$ cat config.mk
export PLATFORM = sky130hd
export DESIGN_NAME = lan_status_interrupt_regs
export DESIGN_NICKNAME = d
export VERILOG_FILES = /design/src/line_idle_timer.v /design/src/command_decoder.v /design/src/lan_status_interrupt_regs.v
export VERILOG_INCLUDE_DIRS = /design/src
export SDC_FILE = /design/constraint.sdc
export NUM_CORES = 1
export LEC_CHECK = 0
export ABC_AREA = 1
export BUFFER_PORTS_ARGS = -buffer_cell sky130_fd_sc_hd__buf_2
export CAP_MARGIN = 30
export CORE_ASPECT_RATIO = 1.1
export CORE_MARGIN = 8
export CORE_UTILIZATION = 45
export CTS_CLUSTER_DIAMETER = 80
export DETAILED_ROUTE_END_ITERATION = 10
export HOLD_SLACK_MARGIN = 0.15
export PLACE_DENSITY_LB_ADDON = 0.2
export SLEW_MARGIN = 30
export SYNTH_ARGS = -nofsm -noshare
export SYNTH_HDL_FRONTEND = slang
export SYNTH_HIERARCHICAL = 1
export SYNTH_SLANG_ARGS = --single-unit
$ cat constraint.sdc
create_clock -name ref_clk -period 1.29 [get_ports ref_clk]
set_input_delay 0.0645 -clock ref_clk [delete_from_list [all_inputs] [get_ports ref_clk]]
set_output_delay 0.0645 -clock ref_clk [all_outputs]
set_load 0.03 [all_outputs]
$ cat src/lan_status_regs.vh
// Constants for the LAN status, interrupt-mask and diagnostic register bank.
// Assumes inclusion by the register bank modules only.
`ifndef LAN_STATUS_REGS_VH
`define LAN_STATUS_REGS_VH

// -----------------------------------------------------------------------------
// Register offsets within the I/O block
// -----------------------------------------------------------------------------
`define OFS_STATUS 4'h0
`define OFS_MASK 4'h0
`define OFS_DIAG 4'h1
`define OFS_COMMAND 4'h1
`define OFS_NODE_ID 4'h5

// -----------------------------------------------------------------------------
// Status bit positions, shared by the mask
// -----------------------------------------------------------------------------
`define BIT_RI 7
`define BIT_POR 4
`define BIT_TEST 3
`define BIT_NET_RESHUFFLE_FLAG 2
`define BIT_TMA 1
`define BIT_TA 0

// -----------------------------------------------------------------------------
// Diagnostic bit positions
// -----------------------------------------------------------------------------
`define BIT_SELF_RESHUFFLE 7
`define BIT_RCV_ACT 5
`define BIT_TOKEN_SEEN 4

// -----------------------------------------------------------------------------
// Reset values
// -----------------------------------------------------------------------------
`define MASK_RESET 8'h00
`define NODE_ID_ZERO 8'h00

// -----------------------------------------------------------------------------
// Command codes
// -----------------------------------------------------------------------------
`define CMD_CLEAR_TX_INT 8'h00
`define CMD_DISABLE_TX 8'h01
`define CMD_DISABLE_RX 8'h02
`define CMD_SEND_LOW 3'h3
`define CMD_RECV_LOW 3'h4
`define CMD_CLEAR_FLAGS_LOW 3'h6

// -----------------------------------------------------------------------------
// Line idle timing
// -----------------------------------------------------------------------------
`define LINE_IDLE_NS 82000
`define CLK_PERIOD_NS 20
`define LINE_IDLE_CYCLES (`LINE_IDLE_NS / `CLK_PERIOD_NS)

`endif

$ cat src/line_idle_timer.v
// Line idle timer: pulses once when the receive line has been quiet long
// enough. Assumes line_receive_input is synchronous to ref_clk.
`timescale 1ns/1ps
`include "lan_status_regs.vh"
module line_idle_timer #(
  parameter IDLE_CYCLES = `LINE_IDLE_CYCLES
) (
  // Clock and reset
  input wire ref_clk,
  input wire rst,
  // Line
  input wire line_receive_input,
  // Result
  output reg idle_expired_ff,
  output reg activity_ff
);

  reg [12:0] count_ff;
  reg prev_line_ff;
  reg prev_valid_ff;
  wire edge_seen;

  // The line level is unknown right after reset, so the first sample only
  // primes the detector; a high idle line would otherwise look like activity.
  assign edge_seen = prev_valid_ff & (line_receive_input ^ prev_line_ff);

  // ---------------------------------------------------------------------------
  // Counter restarts on every line transition and fires once at the limit.
  // ---------------------------------------------------------------------------
  always @(posedge ref_clk) begin
    if (rst) begin
      count_ff <= 13'h0000;
      prev_line_ff <= 1'b0;
      prev_valid_ff <= 1'b0;
      idle_expired_ff <= 1'b0;
      activity_ff <= 1'b0;
    end else begin
      prev_line_ff <= line_receive_input;
      prev_valid_ff <= 1'b1;
      activity_ff <= edge_seen;
      idle_expired_ff <= 1'b0;
      if (edge_seen) begin
        count_ff <= 13'h0000;
      end else if (count_ff == IDLE_CYCLES[12:0] - 13'h0001) begin
        count_ff <= count_ff + 13'h0001;
        idle_expired_ff <= 1'b1;
      end else if (count_ff < IDLE_CYCLES[12:0]) begin
        count_ff <= count_ff + 13'h0001;
      end
    end
  end

endmodule // line_idle_timer

$ cat src/command_decoder.v
// Command decoder: turns a host write of the command location into
// one-cycle strobes. Assumes a single-cycle write strobe.
`timescale 1ns/1ps
module command_decoder (
  // Clock and reset
  input wire ref_clk,
  input wire rst,
  // Host write
  input wire cmd_write,
  input wire [7:0] cmd_data,
  // Strobes
  output reg start_send_page_cmd,
  output reg arm_receive_page_cmd,
  output reg clear_flags_cmd,
  output reg disable_tx_cmd,
  output reg disable_rx_cmd,
  output reg [1:0] page_ff,
  output reg accept_broadcast_ff
);
`include "lan_status_regs.vh"

  // ---------------------------------------------------------------------------
  // Decode
  // ---------------------------------------------------------------------------
  always @(posedge ref_clk) begin
    if (rst) begin
      start_send_page_cmd <= 1'b0;
      arm_receive_page_cmd <= 1'b0;
      clear_flags_cmd <= 1'b0;
      disable_tx_cmd <= 1'b0;
      disable_rx_cmd <= 1'b0;
      page_ff <= 2'h0;
      accept_broadcast_ff <= 1'b0;
    end else begin
      start_send_page_cmd <= cmd_write && cmd_data[7:5] == 3'h0 &&
        cmd_data[2:0] == `CMD_SEND_LOW;
      arm_receive_page_cmd <= cmd_write && cmd_data[6:5] == 2'h0 &&
        cmd_data[2:0] == `CMD_RECV_LOW;
      clear_flags_cmd <= cmd_write &&
        cmd_data[2:0] == `CMD_CLEAR_FLAGS_LOW;
      disable_tx_cmd <= cmd_write && cmd_data == `CMD_DISABLE_TX;
      disable_rx_cmd <= cmd_write && cmd_data == `CMD_DISABLE_RX;
      if (cmd_write) begin
        page_ff <= cmd_data[4:3];
        if (cmd_data[2:0] == `CMD_RECV_LOW) begin
          accept_broadcast_ff <= cmd_data[7];
        end
      end
    end
  end

endmodule // command_decoder

$ cat src/lan_status_interrupt_regs.v
// Status, interrupt mask and diagnostic status bank of a token-passing LAN
// controller. Assumes the host I/O decode gives one-cycle read and write
// strobes, and the protocol engine gives one-cycle event pulses.
//
// Overview of operation
// - Mask bit shares its status flag position.
// - Acknowledge flag never raises the interrupt.
// - Interrupt is OR of three masked flags.
// - Masking hides but keeps the pending flag.
// - Reshuffle flag cleared only by clear-flags.
// - Any reset zeroes the mask.
// - Diagnostic bits clear on read and reset.
// - Diagnostic reads low in bits 7,5,4 after reset.
// - Command write starts the selected command.
// - Receive inhibited sets on stored packet.
// - Power-on flag sets on resets, node zero.
// - Test flag reads zero.
// - Reshuffle sets after 82 us line idle.
// - Acknowledged sets on positive acknowledge only.
// - Transmit available sets on completion, disable.
// - Status bits 6 and 5 carry nothing.
// - Send command clears available and acknowledged.
// - Receive command clears receive inhibited.
`timescale 1ns/1ps
module lan_status_interrupt_regs (
  // Clock and reset
  input wire ref_clk,
  input wire rst,
  input wire soft_reset,
  // Host I/O access
  input wire [3:0] io_addr,
  input wire io_read,
  input wire io_write,
  input wire [7:0] io_wdata,
  output reg [7:0] io_rdata_ff,
  // Protocol engine events
  input wire packet_stored,
  input wire send_done,
  input wire send_acked,
  input wire send_was_broadcast,
  input wire token_arrived,
  input wire foreign_token_seen,
  input wire token_timer_expired,
  input wire line_receive_input,
  // Status toward the protocol engine
  output reg receive_enabled_ff,
  output reg send_pending_ff,
  output reg [1:0] send_page_ff,
  output reg [1:0] recv_page_ff,
  output reg accept_broadcast_ff,
  // Host interrupt
  output reg host_interrupt_out
);
`include "lan_status_regs.vh"

  reg [7:0] interrupt_enable_mask;
  reg receive_inhibited;
  reg power_on_flag;
  reg net_reshuffle_flag;
  reg transmit_acknowledged;
  reg transmit_available;
  reg self_caused_reshuffle;
  reg recv_activity_ff;
  reg token_seen_ff;
  reg disable_tx_wait_ff;
  reg disable_rx_wait_ff;
  wire any_reset;
  wire cmd_write;
  wire start_send_page_cmd;
  wire arm_receive_page_cmd;
  wire clear_flags_cmd;
  wire disable_tx_cmd;
  wire disable_rx_cmd;
  wire [1:0] cmd_page;
  wire cmd_broadcast;
  wire idle_expired;
  wire line_activity;
  wire diag_read;
  wire node_zero_write;
  wire [7:0] status_word;
  wire [7:0] diag_word;
  wire nxt_interrupt;
  wire status_read;
  wire [7:0] masked_term;

  // Only these status positions may interrupt; the acknowledge flag and
  // the power-on flag share the mask layout but never raise the line.
  localparam [7:0] INT_SOURCES = (8'h01 << `BIT_RI) |
    (8'h01 << `BIT_NET_RESHUFFLE_FLAG) |
    (8'h01 << `BIT_TA);

  // Hardware and software reset act alike on every register of the bank.
  assign any_reset = rst | soft_reset;
  assign cmd_write = io_write && io_addr == `OFS_COMMAND;
  assign status_read = io_read && io_addr == `OFS_STATUS;
  assign diag_read = io_read && io_addr == `OFS_DIAG;
  assign node_zero_write = io_write && io_addr == `OFS_NODE_ID &&
    io_wdata == `NODE_ID_ZERO;

  // ---------------------------------------------------------------------------
  // Helpers
  // ---------------------------------------------------------------------------
  // Both helpers take the combined reset, so a software reset also drops
  // any strobe in flight and restarts the idle count.
  command_decoder u_cmd (
    .ref_clk(ref_clk),
    .rst(any_reset),
    .cmd_write(cmd_write),
    .cmd_data(io_wdata),
    .start_send_page_cmd(start_send_page_cmd),
    .arm_receive_page_cmd(arm_receive_page_cmd),
    .clear_flags_cmd(clear_flags_cmd),
    .disable_tx_cmd(disable_tx_cmd),
    .disable_rx_cmd(disable_rx_cmd),
    .page_ff(cmd_page),
    .accept_broadcast_ff(cmd_broadcast)
  );

  line_idle_timer u_idle (
    .ref_clk(ref_clk),
    .rst(any_reset),
    .line_receive_input(line_receive_input),
    .idle_expired_ff(idle_expired),
    .activity_ff(line_activity)
  );

  // ---------------------------------------------------------------------------
  // Interrupt mask
  // ---------------------------------------------------------------------------
  // The mask is write-only; software must keep its own copy of it.
  always @(posedge ref_clk) begin
    if (any_reset) begin
      interrupt_enable_mask <= `MASK_RESET;
    end else if (io_write && io_addr == `OFS_MASK) begin
      interrupt_enable_mask <= io_wdata;
    end
  end

  // ---------------------------------------------------------------------------
  // Status flags; a setting event wins over a clear in the same cycle.
  // ---------------------------------------------------------------------------
  always @(posedge ref_clk) begin
    if (any_reset) begin
      receive_inhibited <= 1'b1;
      power_on_flag <= 1'b1;
      net_reshuffle_flag <= 1'b0;
      transmit_acknowledged <= 1'b0;
      transmit_available <= 1'b1;
      receive_enabled_ff <= 1'b0;
      send_pending_ff <= 1'b0;
      send_page_ff <= 2'h0;
      recv_page_ff <= 2'h0;
      accept_broadcast_ff <= 1'b0;
      disable_tx_wait_ff <= 1'b0;
      disable_rx_wait_ff <= 1'b0;
    end else begin
      // Receive side. A stored packet outranks a receive command in the
      // same cycle, so the host still sees the flag and re-arms later.
      // A disable waits for the token, as a reception may still be busy.
      if (packet_stored && receive_enabled_ff) begin
        receive_inhibited <= 1'b1;
        receive_enabled_ff <= 1'b0;
      end else if (disable_rx_wait_ff && token_arrived) begin
        receive_inhibited <= 1'b1;
        disable_rx_wait_ff <= 1'b0;
      end else if (arm_receive_page_cmd) begin
        receive_inhibited <= 1'b0;
        receive_enabled_ff <= 1'b1;
        recv_page_ff <= cmd_page;
        accept_broadcast_ff <= cmd_broadcast;
      end else if (disable_rx_cmd) begin
        receive_enabled_ff <= 1'b0;
        disable_rx_wait_ff <= 1'b1;
      end
      // Power-on flag. Writing a zero node identifier marks the node as
      // freshly started, just as a reset does.
      if (node_zero_write) begin
        power_on_flag <= 1'b1;
      end else if (clear_flags_cmd) begin
        power_on_flag <= 1'b0;
      end
      // Reshuffle flag. Only the clear-flags command removes it, so a
      // masked reshuffle stays visible to a polling host.
      if (idle_expired) begin
        net_reshuffle_flag <= 1'b1;
      end else if (clear_flags_cmd) begin
        net_reshuffle_flag <= 1'b0;
      end
      // Transmit side. Completion and acknowledge only count while a send
      // is pending, so a late pulse cannot mark an idle transmitter.
      // A disable waits for the token before the transmitter is freed.
      if (send_acked && send_pending_ff && !send_was_broadcast) begin
        transmit_acknowledged <= 1'b1;
      end else if (start_send_page_cmd) begin
        transmit_acknowledged <= 1'b0;
      end
      if (send_done && send_pending_ff) begin
        transmit_available <= 1'b1;
        send_pending_ff <= 1'b0;
      end else if (disable_tx_wait_ff && token_arrived) begin
        transmit_available <= 1'b1;
        disable_tx_wait_ff <= 1'b0;
      end else if (start_send_page_cmd) begin
        transmit_available <= 1'b0;
        send_pending_ff <= 1'b1;
        send_page_ff <= cmd_page;
      end else if (disable_tx_cmd) begin
        send_pending_ff <= 1'b0;
        disable_tx_wait_ff <= 1'b1;
      end
    end
  end

  // ---------------------------------------------------------------------------
  // Diagnostic bits: cleared by a read unless an event lands that cycle.
  // ---------------------------------------------------------------------------
  always @(posedge ref_clk) begin
    if (any_reset) begin
      self_caused_reshuffle <= 1'b0;
      recv_activity_ff <= 1'b0;
      token_seen_ff <= 1'b0;
    end else begin
      if (token_timer_expired) begin
        self_caused_reshuffle <= 1'b1;
      end else if (diag_read) begin
        self_caused_reshuffle <= 1'b0;
      end
      if (line_activity) begin
        recv_activity_ff <= 1'b1;
      end else if (diag_read) begin
        recv_activity_ff <= 1'b0;
      end
      if (foreign_token_seen) begin
        token_seen_ff <= 1'b1;
      end else if (diag_read) begin
        token_seen_ff <= 1'b0;
      end
    end
  end

  // ---------------------------------------------------------------------------
  // Read data and interrupt
  // ---------------------------------------------------------------------------
  // Unused positions read as zero rather than floating values.
  assign status_word[`BIT_RI] = receive_inhibited;
  assign status_word[6:5] = 2'b00;
  assign status_word[`BIT_POR] = power_on_flag;
  assign status_word[`BIT_TEST] = 1'b0;
  assign status_word[`BIT_NET_RESHUFFLE_FLAG] = net_reshuffle_flag;
  assign status_word[`BIT_TMA] = transmit_acknowledged;
  assign status_word[`BIT_TA] = transmit_available;

  assign diag_word[`BIT_SELF_RESHUFFLE] = self_caused_reshuffle;
  assign diag_word[6] = 1'b0;
  assign diag_word[`BIT_RCV_ACT] = recv_activity_ff;
  assign diag_word[`BIT_TOKEN_SEEN] = token_seen_ff;
  assign diag_word[3:0] = 4'h0;

  // Each status flag meets the mask bit at its own position.
  genvar bit_idx;
  generate
    for (bit_idx = 0; bit_idx < 8; bit_idx = bit_idx + 1) begin : g_term
      assign masked_term[bit_idx] = INT_SOURCES[bit_idx] &
        status_word[bit_idx] & interrupt_enable_mask[bit_idx];
    end
  endgenerate

  // A masked flag keeps its state, so the line returns with the mask.
  assign nxt_interrupt = |masked_term;

  always @(posedge ref_clk) begin
    if (any_reset) begin
      io_rdata_ff <= 8'h00;
      host_interrupt_out <= 1'b0;
    end else begin
      host_interrupt_out <= nxt_interrupt;
      // Read data falls back to zero so a stale byte is never reread.
      if (status_read) begin
        io_rdata_ff <= status_word;
      end else if (diag_read) begin
        io_rdata_ff <= diag_word;
      end else begin
        io_rdata_ff <= 8'h00;
      end
    end
  end

endmodule // lan_status_interrupt_regs

**Yosys cells after proc, flatten, opt, wreduce, memory -nomap -nowiden**

Cells that the tools add are included.

- Flip-flop bits (word level): 59
- Word-level logic and storage cells: 129
- Input bits: 25
- Output and inout port bits: 16

- Add/subtract/negate cells: 1
- Multiplexer cells: 24
- Equality and inequality tests: 10
- Reduce and logical (&&, ||, !) cells: 50
- Bitwise gates (word level): 11
- $lt $le $gt $ge: 1

Operators with widths:

| kind | count |
|---|---|
| two-way mux 13 bit | 2 |
| two-way mux 1 bit | 20 |
| nonzero test 2 bit | 10 |
| logical AND 1 bit | 19 |
| two-way mux 8 bit | 2 |
| adder 13 x 1 -> 13 bit (second input constant) | 1 |
| equality test 13 bit (second input constant) | 1 |
| < comparator 13 bit (second input constant) | 1 |
| AND reduction 3 bit | 4 |
| OR reduction 3 bit | 4 |
| OR reduction 2 bit | 5 |
| equality test 8 x 1 -> 1 bit (second input constant) | 1 |
| equality test 8 x 2 -> 1 bit (second input constant) | 1 |
| logical NOT 8 bit | 1 |
| equality test 3 bit (second input constant) | 2 |
| AND reduction 2 bit | 3 |
| NOT 1 bit | 5 |
| bitwise AND 1 bit | 4 |
| equality test 4 x 1 -> 1 bit (second input constant) | 1 |
| equality test 4 x 3 -> 1 bit (second input constant) | 1 |
| logical NOT 4 bit | 1 |
| inequality test 2 bit (second input constant) | 2 |
| equality test 3 x 2 -> 1 bit (second input constant) | 1 |
| logical NOT 3 bit | 1 |
| other kinds (4) | 4 |

**Longest topological paths before layout**

Gate-level depths: netlist (run 1).

- Depth in word-level cells: 4
- Mapped depth: 8
- Depth with buffers taken out: 8

**By module**

Netlist (run 1), hierarchy kept.

By module, submodules not included:

| module | cells an instance | seq. area each (um2) | area each (um2) | times used |
|---|---|---|---|---|
| lan_status_interrupt_regs | 152 | 540.5 | 1177.4 | 1 |
| line_idle_timer | 125 | 340.3 | 853.3 | 1 |
| command_decoder | 44 | 160.2 | 330.3 | 1 |

**Least setup slack after synthesis (run 1)**

OpenSTA, ideal clock, no wires.

- Path kind: reg2reg
- Start: register u_idle.count_ff[0]
- End: register u_idle.count_ff[10]
- Stages on the path, launching flop included: 9
- Library setup time: 0.115 ns
- Path slack: -0.014 ns
- Data required time: 1.175 ns
- Path buffers: 0
- Clock period less this slack: 1.304 ns
- Arrival time: 1.189 ns
- Path through: dfxtp_1 ha_1 inv_1 nor2_2 nand2_1 nor2_1 nand3_1 nand2_1 nor2_1

- Cells in the longest elaborated chain, start to end: 3
- Elaborated cells between the ends (all ways): 6
- Classes of those cells: add/sub: 1; order compare: 1; eq/ne: 1; mux: 2; reduce/logical: 1

Ends and longest elaborated chain:

| what | line | text |
|---|---|---|
| from (decl) | line_idle_timer.v:18 | `reg [12:0] count_ff;` |
| from (signal assigned) | line_idle_timer.v:45 | `count_ff <= count_ff + 13'h0001;` |
| from (signal assigned) | line_idle_timer.v:48 | `count_ff <= count_ff + 13'h0001;` |
| adder 13 x 1 -> 13 bit | line_idle_timer.v:45, line_idle_timer.v:48 |  |
| two-way mux 13 bit | line_idle_timer.v:47 | `end else if (count_ff < IDLE_CYCLES[12:0]) begin` |
| two-way mux 13 bit | line_idle_timer.v:44 | `end else if (count_ff == IDLE_CYCLES[12:0] - 13'h0001) begin` |

Several ways; a longest one is shown, not always the timed one. The select of a mux whose other input is x is not followed.
A chain may end at the register's enable or synchronous reset.

**Final worst setup path (run 1)**

- Start: input port io_wdata[2]
- End: register u_cmd.clear_flags_cmd

- Cells in the longest elaborated chain, start to end: 2

Ends and longest elaborated chain:

| what | line | text |
|---|---|---|
| from (decl) | lan_status_interrupt_regs.v:34 | `input wire [7:0] io_wdata,` |
| equality test 3 bit (no line) | - |  |
| logical AND 1 bit (no line) | - |  |
| to (signal assigned) | command_decoder.v:39 | `clear_flags_cmd <= cmd_write &&` |
| to (decl) | command_decoder.v:14 | `output reg clear_flags_cmd,` |

No other way between the ends.

==> impl_metrics.tcl, run 1 <==
set metrics [dict create \
    yosys.area.top_type "dfxtp_1" \
    rsz0062_at_grt "yes" \
    cts.sinks 52 \
    ff2ff_path_depth 8 \
    wire_per_inst_um 11.8 \
    syn_inst 321 \
    yosys_warnings 6 \
    synth_top_area_share_pct 44.1 \
    multi_input_area_sq_um 1180 \
    portBuffers 38 \
    nFillCells 457 \
    powerDensity_nw_per_um2 888 \
    max_freq_mhz 816 \
    antenna_found_initial 0 \
    remaining_drc_errors 0 \
    rows 27 \
    vias 2246 \
    clk_pin_slew_worst_paths_ns 0.10 \
    synth-seq-area-share_pct 44.1 \
    crit_arrival_ns 1.48 \
    grt_use_total_pct 14.5 \
    drtIter0Drc 95 \
    grt_pass1_vias 2133 \
    cp-start-kind "input port" \
    fin_crit_sh_pct 95.0 \
    area_growth_pct 33.4 \
    async_reset_ff_share_pct 0 \
    end_kind "flip-flop" \
    syn_area_sq_um 2360 \
    grt_max_degree 18 \
    skew_ns 0.00780 \
    yosys.cell_count.top_type "nand2_1" \
    finish.utilization_pct 62.6 \
    holdWs_ns 0.156 \
    synth_cell_type_count 27 \
    grt_pass1_wl_um 9490 \
    cellLeakagePower_nw 1.33 \
    slew_viol_final 0 \
    numCtsBuffers 5 \
    worstSetupPathType "input port to flip-flop" \
    ios 41 \
    gp_congestion 0.849 \
    place_hpwl_um 4050 \
    vias_per_cell 4.81 \
    layout-drive-gt1-share_pct 27.6 \
    clk_latency_ns 0.30 \
    avgSynthCellArea_sq_um 7.36 \
    dr.pass1.iters 4 \
    floorplan.initialDensity_pct 46.9 \
    cts_buffer_depth 2 \
    antennaDiodeCount 0 \
    synth-seq-cells 52 \
    outcome "finished clean" \
    clock_tree.root_cell "clkbuf_8" \
    placed_area_sq_um 2710 \
    hold_path_depth 3 \
    finalInstanceArea_sq_um 3150 \
    setup_viol 0 \
    grt_overflow 0 \
    die_w_um 85.1 \
    tritoncts "yes" \
    drt-total-wl_um 5530 \
    antenna_left 0 \
    maxCapViolCount 0 \
    synth_top_cells_by_count "nand2_1 (84), nor2_1 (53), dfxtp_1 (52), inv_1 (29), nand3_1 (20)" \
    synth_edf_count 0 \
    fp.dieArea_sq_um 7820 \
    irDropWorstVdd_uv 437 \
    cp.required_ns 1.55 \
    synthTopCellsByArea "dfxtp_1 (44%), nand2_1 (13%), nor2_1 (8.4%), inv_1 (4.6%), nand3_1 (4.2%)" \
    layout.nets 434 \
    htree_levels 2 \
    coreArea_sq_um 5030 \
    final_hold_viol_count 0 \
    hold_path.class "input port to flip-flop" \
    die_h_um 92.0 \
    yosys_most_used_dff "dfxtp_1" \
    min_period_ns 1.23 \
    register_area_sq_um 1050 \
    critPathMaxFanout 6 \
]
what timing repair did:
| action | 4_1_cts | 5_1_grt |
|---|---|---|
| buffers inserted | 0 | 2 |
| hold buffers | 29 | 1 |
| hold endpoints to repair | 27 | 1 |
| pin swaps | 0 | 4 |
| resized for setup | 2 | 19 |
| setup endpoints to repair | 4 | 13 |
registers in the layout (all words and copies together), names as in the netlist, 2 cells and up:
name and count:
interrupt_enable_mask 3, u_idle/count_ff 13, io_rdata_ff 6, u_cmd/page_ff 2, recv_page_ff 2, send_page_ff 2
routing by layer:
layer | global-route usage [%] | vias to the layer above | routed length [um]
li1 | - | 1191 | -
met1 | 17.2 | 1011 | 2540
met2 | 25.0 | 36 | 2710
met3 | 4.19 | 8 | 234
met4 | 3.57 | 0 | 54
met5 | 0 | - | 0
worst max-delay path, cell delays in order:
cell and delay, ns:
dlygate4sd3_1 0.52, buf_2 0.18, inv_1 0.07, nor2_1 0.11
dlygate4sd3_1 0.54
through the flow:
step | setup TNS [ns] | std cells | power, mW | worst slack [ns]
2_1_floorplan | 0 | 322 | 1.76 | 0.0196
3_3_place_gp | 0 | 428 | 1.84 | 0.0279
3_5_place_dp | -0.141 | 428 | 1.85 | -0.0654
4_1_cts | 0 | 465 | 2.82 | 0.0139
5_1_grt | -0.0264 | 467 | 2.93 | -0.0258
6_report | 0 | 467 | 2.80 | 0.0639
final timing paths:
path | start | endpoint | slack [ns]
max | io_wdata[2] | u_cmd/clear_flags_cmd$_SDFF_PP0_ | 0.06
min | packet_stored | receive_inhibited$_SDFFE_PP1P_ | 0.16
max reg2reg | u_idle/count_ff[0]$_SDFFE_PP0P_ | u_idle/count_ff[7]$_SDFFE_PP0P_ | 0.09
min reg2reg | u_idle/activity_ff$_SDFF_PP0_ | recv_activity_ff$_SDFFE_PP0P_ | 0.44
cell families (layout without fill, tap and decap cells):
logic type                 count (synthesis)  after routing  share of synthesized area (%)
adders and majority gates                  1              1                          0.530
other                                      1              2                          0.159
and+or+nand+nor                          193            193                           37.8
buffers and inverters                     39            126                           7.79
AOI/OAI and AO/OA                         35             35                           9.65
DFF                                       52             52                           44.1
layout by cell type (no fill, tap or decap), drive strengths merged:
cell / instances
inv: 33
a31oi: 2
nand2: 86
nand4: 10
clkinv: 1
nand3: 24
a21oi: 24
clkinvlp: 1
nor3: 1
dfxtp: 52
ha: 1
conb: 2
o211ai: 1
clkbuf: 6
nor2: 67
and3: 1
buf: 56
dlygate4sd3: 29
o21bai: 1
nand3b: 4
o21ai: 6
o2111ai: 1
area by class of cell:
cell class,count,area share [%]
flip-flops and latches,52,33.4
repair buffers,85,20.1
clock buffers,6,2.30
well taps,58,2.30
multi-input cells,231,37.5
clock inverters,2,0.516
inverters,33,3.93
power by group:
group | leakage (nW) | switching [mW] | internal [mW] | total [mW]
registers | 0.424 | 0.00901 | 1.62 | 1.62
logic | 0.865 | 0.131 | 0.121 | 0.252
clock network | 0.0414 | 0.534 | 0.387 | 0.921
total | 1.33 | 0.674 | 2.12 | 2.80
(Power assumes the default switching activity.)
==> run 2: changes to the inputs <==
--- a/config.mk
+++ b/config.mk
@@ -6,11 +6,9 @@
 export SDC_FILE = /design/constraint.sdc
 export NUM_CORES = 1
 export LEC_CHECK = 0
-export ABC_AREA = 1
 export BUFFER_PORTS_ARGS = -buffer_cell sky130_fd_sc_hd__buf_2
 export CAP_MARGIN = 30
 export CORE_ASPECT_RATIO = 1.1
-export CORE_MARGIN = 8
 export CORE_UTILIZATION = 45
 export CTS_CLUSTER_DIAMETER = 80
 export DETAILED_ROUTE_END_ITERATION = 10
==> run 2 against run 1 <==
Effect of this change: the flow now finishes with violations (negative hold slack, negative setup slack); clock-buffer cell count down 1; total power rose by 5.6%; maximum frequency shrank 11%; sequential power is essentially flat; clock skew is 0.0017 ns lower; clock power increased by 18%; setup slack worse by 0.16 ns; wire length down 5.0%; via count is 13% lower; register-to-register slack got worse by 0.12 ns; first-iteration DRC count shrank 15%; critical endpoint is now power_on_flag$_SDFFE_PP1P_.
==> impl_metrics.tcl, run 2 <==
set metrics [dict create \
    outcome "finished, violations left" \
    worstSetupPathType "input port to flip-flop" \
    cp.required_ns 1.50 \
    hold_path.class "input port to flip-flop" \
    end_kind "flip-flop" \
    final_common_cell "dfxtp_1" \
    fp.dieArea_sq_um 5080 \
    yosys_warnings 6 \
    largest_reg_flops 13 \
    yosys_most_used_dff "dfxtp_1" \
    drt-total-wl_um 5250 \
    p_int_mw 2.30 \
    syn_inst 226 \
    grt_max_degree 17 \
    cts_buffer_depth 2 \
    setup_tns_ns -0.192 \
    p_seq_share_pct 54.6 \
    antenna_found_initial 0 \
    critPathMaxFanout 4 \
    drtIter0Drc 81 \
    max_freq_mhz 723 \
    vias 1965 \
    synth-seq-area-share_pct 48.2 \
    coreArea_sq_um 4620 \
    skew_ns 0.00615 \
    p_comb_share_pct 8.3 \
    irDropWorstVdd_uv 505 \
    finish.utilization_pct 66.9 \
    grt_pass1_wl_um 8160 \
    power_switching_mw 0.649 \
    dp_cells 345 \
    ios 41 \
    holdWs_ns -0.0417 \
    synth_top_cells_by_count "dfxtp_1 (52), nand2_1 (20), a21oi_1 (16), mux2i_1 (14), inv_1 (12)" \
    clk_pin_slew_worst_paths_ns 0.09 \
    pwr-share-clk_pct 37.1 \
    antennaDiodeCount 0 \
    synth-seq-cells 52 \
    fin_ws_ns -0.0925 \
    async_reset_ff_share_pct 0 \
    dr.pass1.iters 4 \
    setup_viol 6 \
    fin_cells 376 \
    die_w_um 68.1 \
    clock_tree.root_cell "clkbuf_8" \
    die_h_um 74.7 \
    cts.sinks 52 \
    p_total_mw 2.95 \
    p_sw_share_pct 22.0 \
    grt_use_total_pct 21.5 \
    portBuffers 38 \
    synth_edf_count 0 \
    place_hpwl_um 3550 \
    reg_top3 "u_idle/count_ff (13), io_rdata_ff (6), interrupt_enable_mask (3)" \
    cp-start-kind "input port" \
    maxCapViolCount 0 \
    final_hold_viol_count 1 \
    slew_viol_final 0 \
    numCtsBuffers 5 \
    grt_pass1_vias 1894 \
    antenna_left 0 \
    min_period_ns 1.38 \
    fin_crit_sh_pct 107 \
    gp_congestion 0.776 \
    htree_levels 2 \
    avgSynthCellArea_sq_um 9.56 \
    grt_overflow 0 \
    wire_per_inst_um 14.0 \
    area_growth_pct 43.2 \
    yosys.area.top_type "dfxtp_1" \
    clk_latency_ns 0.30 \
    synth_top_area_share_pct 48.2 \
    layout-drive-gt1-share_pct 37.5 \
    synthTopCellsByArea "dfxtp_1 (48%), mux2i_1 (6.5%), a21oi_1 (3.7%), nand2_1 (3.5%), o21ai_0 (2.5%)" \
    powerDensity_nw_per_um2 955 \
    tritoncts "yes" \
    floorplan.initialDensity_pct 46.7 \
    synth_cell_type_count 47 \
    syn_area_sq_um 2160 \
    cellLeakagePower_nw 1.21 \
    top_register "u_idle/count_ff" \
    rows 26 \
    crit_arrival_ns 1.59 \
    violations "negative hold slack, negative setup slack" \
    finalInstanceArea_sq_um 3090 \
    placed_area_sq_um 2660 \
    yosys.cell_count.top_type "dfxtp_1" \
    final_cell_mix "dfxtp_1 (43), buf_2 (38), buf_4 (35)" \
    remaining_drc_errors 0 \
    rsz0062_at_grt "yes" \
    vias_per_cell 5.23 \
    layout.nets 345 \
]
-- run 2: changes by cell type after synthesis, moves of 5 or more --
cell and delta:
inv_1 -17, a21oi_2 -7, nand2_1 -64, nand3_1 -11
or4_1 +5, nor2_1 -43, nand4_1 -9, mux2i_1 +14
nor2_2 -9, nand2b_1 +5, o21ai_0 +6
-- run 2: timing repair --
action                                  CTS  global route
resized for setup                        11            15
hold buffers                             15             2
buffers inserted                          5             1
pin swaps                                 7             9
endpoints found under the hold margin    23             7
endpoints found under the setup margin   10            14
-- run 2: power by group through the flow --
stage | Clock [mW] | Sequential [mW] | Combinational [mW]
after detailed placement | 0 | 1.66 | 0.196
after floorplan | 0 | 1.66 | 0.0866
final | 1.09 | 1.61 | 0.246
after global placement | 0 | 1.66 | 0.194
after global routing | 1.19 | 1.62 | 0.271
after CTS | 1.13 | 1.62 | 0.237
-- run 2: critical path: stages --
cell           delay [ns]
buf_2                0.10
dlygate4sd3_1        0.61
or4_1                0.53
o41ai_2              0.29
-- run 2: area by class of cell --
type | count | area (sq um)
multi-input cells | 156 | 1160
inverters | 13 | 50.0
flip-flops and latches | 52 | 1060
repair buffers | 91 | 634
well taps | 56 | 70.1
fillers | 376 | 1530
clock buffers | 5 | 68.8
clock inverters | 3 | 41.3
-- run 2: through the flow --
| step | hold WS [ns] | worst slack [ns] |
|---|---|---|
| 6_report | -0.0417 | -0.0925 |
| 5_1_grt | -0.0478 | -0.107 |
| 4_1_cts | -0.0529 | -0.0299 |
| 3_5_place_dp | 0.277 | -0.0320 |
| 3_3_place_gp | 0.280 | -0.00785 |
| 2_1_floorplan | 0.135 | 0.000939 |
-- run 2: logic make-up after synthesis --
logic type / count (synthesis) / synth area share [%]
fa+ha+maj: 1 / 0.579
xor+xnor: 2 / 0.811
simple gates: 87 / 24.8
mux: 14 / 6.49
other cells: 1 / 0.174
buf+inv: 19 / 4.00
compound gates: 50 / 14.9
flops: 52 / 48.2
-- run 2: per-layer routing --
metal	share of wire (%)	global-route usage (%)	routed length, um
met2	54	40.3	2830
met1	43	23.8	2230
met4	0.80	6.25	42
met5	0	0	0
met3	2.8	4.55	149
-- run 2: worst paths after layout --
path / start / to / slack, ns / cells past startpoint
min: io_wdata[3] / u_cmd/disable_tx_cmd$_SDFF_PP0_ / -0.04 / 2
max reg2reg: u_idle/count_ff[12]$_SDFFE_PP0P_ / u_idle/count_ff[11]$_SDFFE_PP0P_ / -0.03 / 3
max: io_wdata[4] / power_on_flag$_SDFFE_PP1P_ / -0.09 / 4
min reg2reg: accept_broadcast_ff$_SDFFE_PP0P_ / accept_broadcast_ff$_SDFFE_PP0P_ / 0.46 / 2
